$ cat src/core/icrc_pkg.sv
package icrc_pkg;

    // ------------------------------------------------------------------
    // Register offsets (byte addresses)
    // ------------------------------------------------------------------
    localparam logic [7:0] OFS_TX_ABORT_CLEAR       = 8'h54;
    localparam logic [7:0] OFS_RECEIVE_FINISHED_CLR = 8'h58;
    localparam logic [7:0] OFS_ACTIVITY_CLEAR       = 8'h5C;
    localparam logic [7:0] OFS_BUS_STOP_CLEAR       = 8'h60;
    localparam logic [7:0] OFS_BUS_START_CLEAR      = 8'h64;
    localparam logic [7:0] OFS_BROADCAST_CALL_CLEAR = 8'h68;
    localparam logic [7:0] OFS_IRQ_STATUS           = 8'h80;
    localparam logic [7:0] OFS_IRQ_MASK             = 8'h84;
    localparam logic [7:0] OFS_ABORT_CAUSE          = 8'h88;
    localparam logic [7:0] OFS_RAW_STATUS           = 8'h8C;

    // ------------------------------------------------------------------
    // Flag layout
    // ------------------------------------------------------------------
    localparam int          NUM_FLAGS     = 6;
    localparam int          RAW_LSB       = 6;
    localparam int          IDX_ABORT     = 0;
    localparam int          IDX_RX_DONE   = 1;
    localparam int          IDX_ACTIVITY  = 2;
    localparam int          IDX_STOP      = 3;
    localparam int          IDX_START     = 4;
    localparam int          IDX_BROADCAST_ADDRESS_FLAG  = 5;
    localparam int          CAUSE_KEEP_BIT = 9;

    // Clear-register offsets in flag order.
    localparam logic [NUM_FLAGS-1:0][7:0] CLR_OFFS = {
        OFS_BROADCAST_CALL_CLEAR, OFS_BUS_START_CLEAR, OFS_BUS_STOP_CLEAR,
        OFS_ACTIVITY_CLEAR, OFS_RECEIVE_FINISHED_CLR, OFS_TX_ABORT_CLEAR};

    // ------------------------------------------------------------------
    // Reset values and bus answers
    // ------------------------------------------------------------------
    localparam logic [NUM_FLAGS-1:0] FLAGS_RESET = 6'h00;
    localparam logic [NUM_FLAGS-1:0] MASK_RESET  = 6'h00;
    localparam logic [31:0]          CAUSE_RESET = 32'h00000000;
    localparam logic [1:0]           RESP_OKAY   = 2'h0;
    localparam logic [1:0]           RESP_SLVERR = 2'h2;

    typedef enum logic [0:0] {
        ICRC_RD_IDLE = 1'b0,
        ICRC_RD_RESP = 1'b1
    } icrc_rd_state_t;

endpackage

$ cat src/core/icrc_regs.sv
`timescale 1ns/1ps
`default_nettype none

// Behaviour
// RQ1 - Abort clear read wipes abort flag and cause
// RQ2 - Abort clear read releases flushed transmit FIFO
// RQ3 - Cause bit 9 survives that read wipe
// RQ4 - Finished clear read wipes receive-finished flag
// RQ5 - Activity clear read wipes flag only when idle
// RQ6 - Activity flag stays set while bus busy
// RQ7 - Activity flag self-clears when disabled and idle
// RQ8 - Activity clear bit 0 returns activity flag
// RQ9 - Stop clear read wipes stop-seen flag
// RQ10 - Start clear read wipes start-seen flag
// RQ11 - Broadcast clear read wipes broadcast flag
// RQ12 - Writes ignored; bits 31:1 read zero
module icrc_regs
    import icrc_pkg::*;
(
    input  wire logic        sys_clk,             // System clock, 40 MHz.
    input  wire logic        srst,                // Synchronous reset.
    input  wire logic [7:0]  s_axi_awaddr,        // Write address.
    input  wire logic        s_axi_awvalid,       // Write address valid.
    output logic             s_axi_awready,       // Write address ready.
    input  wire logic [31:0] s_axi_wdata,         // Write data.
    input  wire logic [3:0]  s_axi_wstrb,         // Write byte strobes.
    input  wire logic        s_axi_wvalid,        // Write data valid.
    output logic             s_axi_wready,        // Write data ready.
    output logic [1:0]       s_axi_bresp,         // Write response.
    output logic             s_axi_bvalid,        // Write response valid.
    input  wire logic        s_axi_bready,        // Write response ready.
    input  wire logic [7:0]  s_axi_araddr,        // Read address.
    input  wire logic        s_axi_arvalid,       // Read address valid.
    output logic             s_axi_arready,       // Read address ready.
    output logic [31:0]      s_axi_rdata,         // Read data.
    output logic [1:0]       s_axi_rresp,         // Read response.
    output logic             s_axi_rvalid,        // Read data valid.
    input  wire logic        s_axi_rready,        // Read data ready.
    input  wire logic        abort_evt,           // Transmit abort pulse.
    input  wire logic [31:0] abort_cause_in,      // Abort cause bits.
    input  wire logic        cause_b9_release,    // Clears cause bit 9.
    input  wire logic        rx_done_evt,         // Receive finished pulse.
    input  wire logic        bus_active,          // Controller on the bus.
    input  wire logic        ctrl_enable,         // Controller enabled.
    input  wire logic        stop_evt,            // Stop seen pulse.
    input  wire logic        start_evt,           // Start seen pulse.
    input  wire logic        broadcast_address_flag_evt,        // Broadcast address pulse.
    output logic [11:6]      unmasked_irq_status, // Raw flags, bits 11:6.
    output logic [31:0]      abort_cause_register,// Abort cause record.
    output logic             tx_fifo_flush,       // Transmit FIFO held.
    output logic             irq                  // Interrupt level.
);

    // ------------------------------------------------------------------
    // Declarations
    // ------------------------------------------------------------------
    logic [NUM_FLAGS-1:0] flag_reg;
    logic [NUM_FLAGS-1:0] flag_next;
    logic [NUM_FLAGS-1:0] flag_set;
    logic [NUM_FLAGS-1:0] flag_clr;
    logic [NUM_FLAGS-1:0] rd_clr;
    logic [NUM_FLAGS-1:0] irq_stat_reg;
    logic [NUM_FLAGS-1:0] irq_mask_reg;
    logic [31:0]          cause_reg;
    logic                 flush_reg;
    logic                 aw_full_reg;
    logic                 w_full_reg;
    logic [7:0]           aw_addr_reg;
    logic [31:0]          w_data_reg;
    logic [3:0]           w_strb_reg;
    logic                 bvalid_reg;
    logic [1:0]           bresp_reg;
    logic [31:0]          rdata_reg;
    logic [1:0]           rresp_reg;
    icrc_rd_state_t       rd_state_reg;
    logic                 ar_take;
    logic                 wr_do;
    logic                 wr_stat;
    logic                 wr_mask;
    logic                 wr_known;
    logic                 abort_clr;

    // ------------------------------------------------------------------
    // Bus handshakes
    // ------------------------------------------------------------------
    assign s_axi_awready = !aw_full_reg && !bvalid_reg;
    assign s_axi_wready  = !w_full_reg && !bvalid_reg;
    assign s_axi_bvalid  = bvalid_reg;
    assign s_axi_bresp   = bresp_reg;
    assign s_axi_arready = (rd_state_reg == ICRC_RD_IDLE);
    assign s_axi_rvalid  = (rd_state_reg == ICRC_RD_RESP);
    assign s_axi_rdata   = rdata_reg;
    assign s_axi_rresp   = rresp_reg;

    assign ar_take = s_axi_arvalid && s_axi_arready;
    assign wr_do   = aw_full_reg && w_full_reg && !bvalid_reg;
    assign wr_stat = wr_do && (aw_addr_reg == OFS_IRQ_STATUS) && w_strb_reg[0];
    assign wr_mask = wr_do && (aw_addr_reg == OFS_IRQ_MASK) && w_strb_reg[0];

    // Clear registers accept writes silently; they only act on reads.
    always_comb begin
        wr_known = (aw_addr_reg == OFS_IRQ_STATUS) ||
                   (aw_addr_reg == OFS_IRQ_MASK) ||
                   (aw_addr_reg == OFS_ABORT_CAUSE) ||
                   (aw_addr_reg == OFS_RAW_STATUS);
        for (int k = 0; k < NUM_FLAGS; k++) begin
            if (aw_addr_reg == CLR_OFFS[k]) begin
                wr_known = 1'b1; // [RQ12]
            end
        end
    end

    // Write address and data are captured in either order.
    always_ff @(posedge sys_clk) begin
        if (srst) begin
            aw_full_reg <= 1'b0;
            aw_addr_reg <= 8'h00;
        end else if (s_axi_awvalid && s_axi_awready) begin
            aw_full_reg <= 1'b1;
            aw_addr_reg <= s_axi_awaddr;
        end else if (wr_do) begin
            aw_full_reg <= 1'b0;
        end
    end

    always_ff @(posedge sys_clk) begin
        if (srst) begin
            w_full_reg <= 1'b0;
            w_data_reg <= 32'h00000000;
            w_strb_reg <= 4'h0;
        end else if (s_axi_wvalid && s_axi_wready) begin
            w_full_reg <= 1'b1;
            w_data_reg <= s_axi_wdata;
            w_strb_reg <= s_axi_wstrb;
        end else if (wr_do) begin
            w_full_reg <= 1'b0;
        end
    end

    always_ff @(posedge sys_clk) begin
        if (srst) begin
            bvalid_reg <= 1'b0;
            bresp_reg  <= RESP_OKAY;
        end else if (wr_do) begin
            bvalid_reg <= 1'b1;
            bresp_reg  <= wr_known ? RESP_OKAY : RESP_SLVERR;
        end else if (s_axi_bready) begin
            bvalid_reg <= 1'b0;
        end
    end

    // ------------------------------------------------------------------
    // Read channel; a read takes effect when its address is accepted
    // ------------------------------------------------------------------
    always_ff @(posedge sys_clk) begin
        if (srst) begin
            rd_state_reg <= ICRC_RD_IDLE;
            rdata_reg    <= 32'h00000000;
            rresp_reg    <= RESP_OKAY;
        end else begin
            case (rd_state_reg)
                ICRC_RD_IDLE: begin
                    if (ar_take) begin
                        rd_state_reg <= ICRC_RD_RESP;
                        rdata_reg    <= 32'h00000000; // [RQ12]
                        rresp_reg    <= RESP_OKAY;
                        case (s_axi_araddr)
                            OFS_IRQ_STATUS:
                                rdata_reg[NUM_FLAGS-1:0] <= irq_stat_reg;
                            OFS_IRQ_MASK:
                                rdata_reg[NUM_FLAGS-1:0] <= irq_mask_reg;
                            OFS_ABORT_CAUSE:
                                rdata_reg <= cause_reg;
                            OFS_RAW_STATUS:
                                rdata_reg[NUM_FLAGS-1:0] <= flag_reg;
                            default: begin
                                if (rd_clr == '0) begin
                                    rresp_reg <= RESP_SLVERR;
                                end
                                // Bit 0 shows the flag before its clear.
                                rdata_reg[0] <= |(rd_clr & flag_reg); // [RQ8]
                            end
                        endcase
                    end
                end
                ICRC_RD_RESP: begin
                    if (s_axi_rready) begin
                        rd_state_reg <= ICRC_RD_IDLE;
                    end
                end
                default: begin
                    rd_state_reg <= ICRC_RD_IDLE;
                end
            endcase
        end
    end

    // ------------------------------------------------------------------
    // Raw flags
    // ------------------------------------------------------------------
    assign flag_set = {broadcast_address_flag_evt, start_evt, stop_evt, bus_active,
                       rx_done_evt, abort_evt};

    generate
        for (genvar i = 0; i < NUM_FLAGS; i++) begin : g_flag
            assign rd_clr[i] = ar_take && (s_axi_araddr == CLR_OFFS[i]);
            if (i == IDX_ACTIVITY) begin : g_act
                // Read clears only when idle; disabled and idle self-clears.
                assign flag_clr[i] = !bus_active &&
                    (rd_clr[i] || !ctrl_enable); // [RQ5] [RQ6] [RQ7]
            end else begin : g_evt
                assign flag_clr[i] = rd_clr[i]; // [RQ1] [RQ4] [RQ9] [RQ10] [RQ11]
            end
            // A set in the cycle of a clear wins.
            assign flag_next[i] = flag_set[i] || (flag_reg[i] && !flag_clr[i]);
        end
    endgenerate

    always_ff @(posedge sys_clk) begin
        if (srst) begin
            flag_reg <= FLAGS_RESET;
        end else begin
            flag_reg <= flag_next;
        end
    end

    assign unmasked_irq_status = flag_reg;

    // ------------------------------------------------------------------
    // Abort cause record and transmit FIFO flush
    // ------------------------------------------------------------------
    assign abort_clr = rd_clr[IDX_ABORT];

    always_ff @(posedge sys_clk) begin
        if (srst) begin
            cause_reg <= CAUSE_RESET;
        end else begin
            for (int b = 0; b < 32; b++) begin
                if (abort_evt && abort_cause_in[b]) begin
                    cause_reg[b] <= 1'b1;
                end else if (b == CAUSE_KEEP_BIT) begin
                    if (cause_b9_release) begin
                        cause_reg[b] <= 1'b0; // [RQ3]
                    end
                end else if (abort_clr) begin
                    cause_reg[b] <= 1'b0; // [RQ1]
                end
            end
        end
    end

    always_ff @(posedge sys_clk) begin
        if (srst) begin
            flush_reg <= 1'b0;
        end else if (abort_evt) begin
            flush_reg <= 1'b1;
        end else if (abort_clr) begin
            flush_reg <= 1'b0; // [RQ2]
        end
    end

    assign abort_cause_register = cause_reg;
    assign tx_fifo_flush        = flush_reg;

    // ------------------------------------------------------------------
    // Interrupt status and mask
    // ------------------------------------------------------------------
    always_ff @(posedge sys_clk) begin
        if (srst) begin
            irq_stat_reg <= FLAGS_RESET;
        end else begin
            irq_stat_reg <= (flag_next & ~flag_reg) |
                (irq_stat_reg & ~({NUM_FLAGS{wr_stat}} &
                 w_data_reg[NUM_FLAGS-1:0]));
        end
    end

    always_ff @(posedge sys_clk) begin
        if (srst) begin
            irq_mask_reg <= MASK_RESET;
        end else if (wr_mask) begin
            irq_mask_reg <= w_data_reg[NUM_FLAGS-1:0];
        end
    end

    assign irq = |(irq_stat_reg & irq_mask_reg);
endmodule

`default_nettype wire

$ cat config.mk
export PLATFORM = sky130hd
export DESIGN_NAME = icrc_regs
export DESIGN_NICKNAME = d
export VERILOG_FILES = /design/src/core/icrc_pkg.sv /design/src/core/icrc_regs.sv
export SDC_FILE = /design/constraint.sdc
export NUM_CORES = 1
export LEC_CHECK = 0
export BUFFER_PORTS_ARGS = -buffer_cell sky130_fd_sc_hd__clkbuf_2
export CORE_ASPECT_RATIO = 1.1
export CORE_MARGIN = 2
export CORE_UTILIZATION = 30
export CTS_CLUSTER_SIZE = 24
export DETAILED_ROUTE_END_ITERATION = 7
export GPL_TIMING_DRIVEN = 0
export HOLD_SLACK_MARGIN = 0.08
export SYNTH_ARGS = -nofsm -noshare
export SYNTH_HDL_FRONTEND = slang
export SYNTH_SLANG_ARGS = --single-unit
$ cat constraint.sdc
create_clock -name sys_clk -period 2.57 [get_ports sys_clk]
set_input_delay 0.6425 -clock sys_clk [delete_from_list [all_inputs] [get_ports sys_clk]]
set_output_delay 0.6425 -clock sys_clk [all_outputs]
set_load 0.005 [all_outputs]
== Yosys cells after proc, flatten, opt, wreduce, memory -nomap -nowiden ==
Cells that the tools add are included.

* Bits in registers: 106
* Input bits: 99
* Output and inout port bits: 81
* Logic and storage cells: 248

* Eq/ne operators: 20
* Mux-type cells: 55
* Bitwise operators: 9
* Reductions and logical operators: 118

{| class="wikitable"
|+ Operator list
! kind !! count
|-
| $eq A8 B7 Y1 const B || 12
|-
| $reduce_bool A2 Y1 || 36
|-
| $eq A8 B8 Y1 const B || 8
|-
| $logic_and A1 B1 Y1 || 56
|-
| $mux W1 || 48
|-
| $and A6 B6 Y6 || 5
|-
| $mux W26 || 1
|-
| $pmux W5 S4 || 1
|-
| $not A6 Y6 || 2
|-
| $reduce_or A6 Y1 || 2
|-
| $logic_not A1 Y1 || 11
|-
| $logic_or A1 B1 Y1 || 10
|-
| $logic_not A6 Y1 || 1
|-
| $mux W2 || 3
|-
| $or A6 B6 Y6 || 1
|-
| $pmux W1 S4 || 1
|-
| $reduce_or A4 Y1 || 1
|-
| $pmux W1 S2 || 1
|-
| $reduce_and A2 Y1 || 1
|-
| $not A1 Y1 || 1
|}

== Longest topological paths before layout ==
Gate-level depths: netlist of run 1.

* Depth after elaboration: 11
* Gate-level depth with buffers: 6
* Depth with buffers taken out: 4

== Worst setup path before layout of run 1 ==
No wires, ideal clock.

* Path type: input -> register
* Start: input s_axi_araddr[2]
* End: register rdata_reg[12], in the netlist s_axi_rdata[12]
* Setup time: 0.065 ns
* Data arrival time: 1.812 ns
* Data required time: 2.505 ns
* Setup slack: 0.692 ns
* Stages on the path: 5
* Buffers on the path: 1
* Path through: or4b_4 -> nor3_4 -> buf_6 -> a22oi_1 -> nor2_1

* Cells in the longest elaborated chain, start to end: 2

{| class="wikitable"
|+ RTL lines
! item !! line !! RTL
|-
| from (decl) || icrc_regs.sv:32 || <nowiki>input wire logic [7:0] s_axi_araddr,</nowiki>
|-
| $eq A8 B8 Y1 || icrc_regs.sv:167 || <nowiki>case (s_axi_araddr)</nowiki>
|-
| $mux W26 || icrc_regs.sv:167 ||
|-
| to (signal, indexed assignment) || icrc_regs.sv:169 || <nowiki>rdata_reg[NUM_FLAGS-1:0] <= irq_stat_reg;</nowiki>
|-
| to (signal, indexed assignment) || icrc_regs.sv:171 || <nowiki>rdata_reg[NUM_FLAGS-1:0] <= irq_mask_reg;</nowiki>
|-
| to (signal assigned) || icrc_regs.sv:173 || <nowiki>rdata_reg <= cause_reg;</nowiki>
|-
| to (decl) || icrc_regs.sv:73 || <nowiki>logic [31:0] rdata_reg;</nowiki>
|}

No other way between the ends.
A chain may end at the register's enable or synchronous reset.

== Final worst setup path of run 1 ==
* Start: input s_axi_arvalid
* End: register cause_reg[12], in the netlist abort_cause_register[12]

* Cells in the longest elaborated chain, start to end: 3

{| class="wikitable"
|+ RTL lines
! item !! line !! RTL
|-
| from (decl) || icrc_regs.sv:33 || <nowiki>input wire logic s_axi_arvalid,</nowiki>
|-
| $logic_and A1 B1 Y1 || icrc_regs.sv:95 || <nowiki>assign ar_take = s_axi_arvalid && s_axi_arready;</nowiki>
|-
| $logic_and A1 B1 Y1 || icrc_regs.sv:206 || <nowiki>assign rd_clr[i] = ar_take && (s_axi_araddr == CLR_OFFS[i]);</nowiki>
|-
| $reduce_bool A2 Y1 (no source line) || - ||
|-
| to (signal assigned) || icrc_regs.sv:236 || <nowiki>cause_reg <= CAUSE_RESET;</nowiki>
|-
| to (signal, indexed assignment) || icrc_regs.sv:240 || <nowiki>cause_reg[b] <= 1'b1;</nowiki>
|-
| to (signal, indexed assignment) || icrc_regs.sv:243 || <nowiki>cause_reg[b] <= 1'b0;</nowiki>
|-
| to (decl) || icrc_regs.sv:64 || <nowiki>logic [31:0] cause_reg;</nowiki>
|}

No other way between the ends.

==> metrics, run 1 <==
status=finished clean; worst hold path type=flip-flop to flip-flop; cells after synthesis=428; Initial Util=0.3079; diode count=0; clock sinks=104; worst-margin pin slew=0.7232 ns; Switch Pwr=0.8555 mW; final setup fails=0; Slew HR=0.5138; DR DRC count=0; GP Congestion=0.8151; Worst setup EP type=flip-flop; Num CTS Buffers=9; NumNets Final=685; Sw Ratio=0.2501; Final Skew=0.008286 ns; Die Width=115.3 um; Final Hold Fails=0; Multi-input gate area=1828 um2; post-synth top area share=0.5096; Synth-to-Final Area Change=30.51%; power per cell area=641.5 nW/um2; synth top area cells=dfxtp_1 51%, a22oi_1 11%, nor2_1 7.8%; die height=126.4 um; # IOs=180; CP startpoint kind=input pin; maxcap violations=0; layout cell share with drive strength beyond 1=0.3169; CP max FO=10; Internal Pwr Total=2.565 mW; post-DP HPWL=9467 um; hold-fix buffers at CTS=0; Final Max Tran Viols=0; worst vdd ir=0.3551 mV; 1st-pass router iterations=4; RSZ-0062 raised after global routing=false; Vias=3,788; core area=13,270 um2; CTS tree=built; CTS root buffer=clkbuf_16; post-synthesis cell type count=42; Register Area=2082 um2; Global Route Usage Sum=0.1692; Comb pwr share=0.107; worst hold slack=0.4548 ns; Seq/Total Area, Yosys=0.5096; final setup TNS=0 ns; f_max=459.1 MHz; die footprint=14,570 um2; Worst Path Arrival=2.39 ns; Mapped Area=4085 um2; Critical Path RT=2.78 ns; Min-Delay Path Depth=2; yosys warns=0; PostCTS Resize Cnt=0; static leakage power=2.274 nW; initial antenna violation count=0; critical path class=input pin to flip-flop; Port Buf Inserts=146; CTS clk-pin slew, worst paths=0.07 ns; total gr overflow=0; Final ANT Viol Nets=0; fin crit period=2.178 ns; syn avg cell area=9.545 um2; H-tree depth=3; drt initial violations=197; Worst R2R Path Depth=6; Fill cells=1,363; vias in the first global route=3,675; Clock power frac=0.380; sequential share of power=0.513; Total Wirelength=12,270 um; vias per cell=4.894; first-pass GRT wire length=19,110 um; Final Cycle Share=0.8476; post-synth top area cell=dfxtp_1; Rows=44; clock latency on the worst-skew pair=0.34 ns; clk buf depth=2; largest net degree at the start of global routing=17; post-CTS setup buffers=0; #FFs+latches synth=104; WL/cell=15.86 um
[through the flow]
stage                     std cells    util  worst slack (ns)  cell area [um2]  power, mW
after global routing            774  0.4018            0.2237             5331      3.576
after detailed placement        759  0.3806           0.04828             5050      2.160
after floorplan                 429       -            0.6924             4089      1.976
final                           774  0.4018            0.3916             5331      3.420
after CTS                       774  0.4018            0.4073             5331      3.466
after global placement          759  0.3806           0.08220             5050      2.149
[power groups by stage]
stage	logic (mW)	registers, mW	clock network (mW)
global placement	0.361	1.79	0
floorplan	0.203	1.77	0
CTS	0.370	1.75	1.34
global route	0.409	1.77	1.40
finish	0.365	1.75	1.30
detailed placement	0.368	1.79	0
[synthesized netlist by cell type, drive strengths merged]
cell,n
a21oi,23
o2111ai,1
nor4,3
mux2i,15
nand3,4
nand4,2
inv,7
nand3b,3
mux2,1
nor3,2
o21ai,4
nand2,23
nor2,85
clkbuf,25
a21boi,1
nor2b,8
dfxtp,104
and2,2
o211ai,1
a22oi,65
nor4b,2
a221oi,2
and3b,4
nor4bb,1
nor3b,1
or4b,2
o21ba,1
nand2b,11
and4,1
buf,8
a311oi,6
o21a,1
conb,1
mux4,6
o311ai,1
or2,1
[cells in the final DEF, fill, tap and decap left out, types with 2 or more instances in the layout]
cell	n
a21oi_1	23
a221oi_1	2
a22oi_1	60
a22oi_2	5
a311oi_1	6
and2_1	2
and3b_1	4
buf_2	2
buf_4	3
buf_6	2
clkbuf_1	25
clkbuf_16	9
clkbuf_2	146
clkbuf_8	2
clkinvlp_4	2
conb_1	2
dfxtp_1	104
inv_1	7
mux2i_1	15
mux4_2	6
nand2_1	23
nand2b_1	11
nand3_1	4
nand3b_1	3
nand4_1	2
nor2_1	85
nor2b_1	8
nor4_1	2
nor4b_1	2
o21ai_0	4
or4b_4	2
[logic make-up after synthesis]
kind of cell    synth area share
simple gates              0.1850
mux                      0.07259
other cells            0.0009180
compound gates            0.1881
flops                     0.5096
buf+inv                  0.04380
[critical path, stage by stage]
cell and delay (ns):
clkbuf_2 0.11, nor4bb_1 0.29, clkbuf_1 0.31, nand3_1 0.39
clkbuf_1 0.36, a22oi_1 0.23, nor2_1 0.06
[metal layers]
metal  share of wire  track usage
met5               0            0
met4           0.017      0.06662
met3           0.067      0.05590
met2            0.48       0.2657
met1            0.43       0.2144
[final timing paths]
kind	from	endpoint	slack, ns
max	s_axi_arvalid	abort_cause_register[12]	0.39
min	aw_addr_reg[1]	aw_addr_reg[1]	0.45
max reg2reg	s_axi_rvalid	abort_cause_register[12]	0.45
min reg2reg	aw_addr_reg[1]	aw_addr_reg[1]	0.45
[area by class of cell]
class / instances / area share
flip-flops and latches: 104 / 0.3905
clock inverters: 4 / 0.005398
clock buffers: 11 / 0.04741
plain buffers: 33 / 0.02863
multi-input cells: 285 / 0.3429
inverters: 7 / 0.004928
repair buffers: 146 / 0.1371
well taps: 184 / 0.04318
No activity file was read; power rests on OpenSTA's default activity.
==> run 2: changes to the inputs <==
Clock period 2.57 ns to 2.2 ns, I/O delays scaled along.
==> run 2 against run 1 <==
Against the previous run: register-to-register slack got worse by 0.26 ns; final cell count did not move; final area rose by 0.26%; largest power group unchanged; utilization rose by 0.10 points; largest cell class unchanged; flip-flop and latch count did not move; via count barely moved; combinational power rose by 18%; first-iteration DRC count fell by 1.0%.
==> metrics, run 2 (same netlist as run 1, synthesis figures left out) <==
status=finished clean; die height=126.4 um; hold-fix buffers at CTS=0; Synth-to-Final Area Change=30.84%; RSZ-0062 raised after global routing=false; CTS tree=built; worst-margin pin slew=0.6145 ns; initial antenna violation count=0; Final ANT Viol Nets=0; clock sinks=104; core area=13,270 um2; drt initial violations=195; Min-Delay Path Depth=3; vias in the first global route=3,675; Final Cycle Share=0.9115; DP Area=5050 um2; CP max FO=10; first-pass GRT wire length=19,110 um; met2 wire length=5963 um; critical path class=flip-flop to flip-flop; Register Area=2082 um2; worst vdd ir=0.4147 mV; Critical Path RT=2.41 ns; total power=3.999 mW; DR DRC count=0; # IOs=180; fin crit period=2.005 ns; hold_sp=s_axi_awaddr[5]; Final Max Tran Viols=0; Initial Util=0.3079; WL/cell=15.91 um; total gr overflow=0; layout cell share with drive strength beyond 1=0.3186; worst hold path type=input pin to flip-flop; Worst R2R Path Depth=6; routed wl met3=792 um; Vias=3,791; Total Wirelength=12,310 um; Global Route Usage Sum=0.1692; met1 WL=5361 um; Slew HR=0.5846; power per cell area=748.1 nW/um2; Fill cells=1,358; final setup fails=0; PostCTS Resize Cnt=0; Worst Path Arrival=2.22 ns; Multi-input gate area=1842 um2; diode count=0; CP startpoint kind=flip-flop; clk buf depth=2; vias per cell=4.898; die footprint=14,570 um2; fin area=5345 um2; Final Skew=0.009790 ns; NumNets Final=685; post-DP HPWL=9467 um; Port Buf Inserts=146; H-tree depth=3; reg-to-reg startpoint=s_axi_rvalid; largest net degree at the start of global routing=17; post-CTS setup buffers=0; clock latency on the worst-skew pair=0.34 ns; dpl ws=-0.2292 ns; reg-to-reg setup timing slack=0.19 ns; Worst setup EP type=flip-flop; most frequent cells in the layout=146 x clkbuf_2, 104 x dfxtp_1, 85 x nor2_1; commonest non-fill, non-tap cell in the layout=clkbuf_2; Hold Path End=aw_addr_reg[5]; 1st-pass router iterations=4; Rows=44; Final Hold Fails=0; GP Congestion=0.8151; CTS clk-pin slew, worst paths=0.07 ns; maxcap violations=0; Num CTS Buffers=9; f_max=498.7 MHz; Die Width=115.3 um; Worst Slack Setup Final=0.1947 ns; reg2reg end=abort_cause_register[12]; static leakage power=2.275 nW; top layer in use=met4; CTS root buffer=clkbuf_16
==> run 2: cell types whose count changed in the layout (fill, tap and decap cells not counted) <==
cell,before,now
nand3_1,4,3
nand3_2,0,1
nor4_2,1,0
nor4_4,0,1
==> run 2: area by class of cell <==
| cell class | count | share of cell area |
|---|---|---|
| Clock buffer | 11 | 0.04728 |
| Sequential cell | 104 | 0.3895 |
| Tap cell | 184 | 0.04307 |
| Inverter | 7 | 0.004916 |
| Multi-Input combinational cell | 285 | 0.3446 |
| Timing Repair Buffer | 146 | 0.1367 |
| Clock inverter | 4 | 0.005384 |
| Buffer | 33 | 0.02856 |
==> run 2: metal layers <==
layer	GRT usage	vias up
met2	0.2657	124
met1	0.2144	1817
met4	0.06662	0
li1	-	1838
met3	0.05590	12
met5	0	-
==> run 2: how the worst max path moves through the flow <==
stage	start	endpoint	slack [ns]	depth (start not counted)
floorplan	s_axi_araddr[2]	s_axi_rdata[12]	0.41	5
global placement	s_axi_arvalid	abort_cause_register[29]	-0.20	7
detailed placement	s_axi_arvalid	abort_cause_register[12]	-0.23	7
CTS	s_axi_rvalid	abort_cause_register[12]	0.06	6
global route	s_axi_rvalid	abort_cause_register[16]	0.002	6
finish	s_axi_rvalid	abort_cause_register[12]	0.19	6
==> run 2: worst max-delay path, cell delays in order, from the launching register on <==
cell and delay [ns]:
dfxtp_1 0.36, nor4bb_1 0.30, clkbuf_1 0.32, nand3_2 0.29, clkbuf_1 0.33, a22oi_1 0.22
nor2_1 0.06
==> run 2: per-stage QoR <==
step                      setup TNS, ns  utilization  instances  hold WS [ns]
final                                 0       0.4029        774        0.4247
after global routing                  0       0.4029        774        0.4247
after CTS                             0       0.4018        774        0.4056
after detailed placement         -5.972       0.3806        759        0.4464
after global placement           -4.835       0.3806        759        0.4458
after floorplan                       0            -        429        0.4363
==> run 2: where the power goes <==
part / leakage, nW / switching [mW] / internal (mW) / total, mW
logic: 1.29 / 0.226 / 0.203 / 0.429
clock network: 0.134 / 0.694 / 0.825 / 1.52
registers: 0.853 / 0.0822 / 1.97 / 2.05
total: 2.28 / 1.00 / 3.00 / 4.00
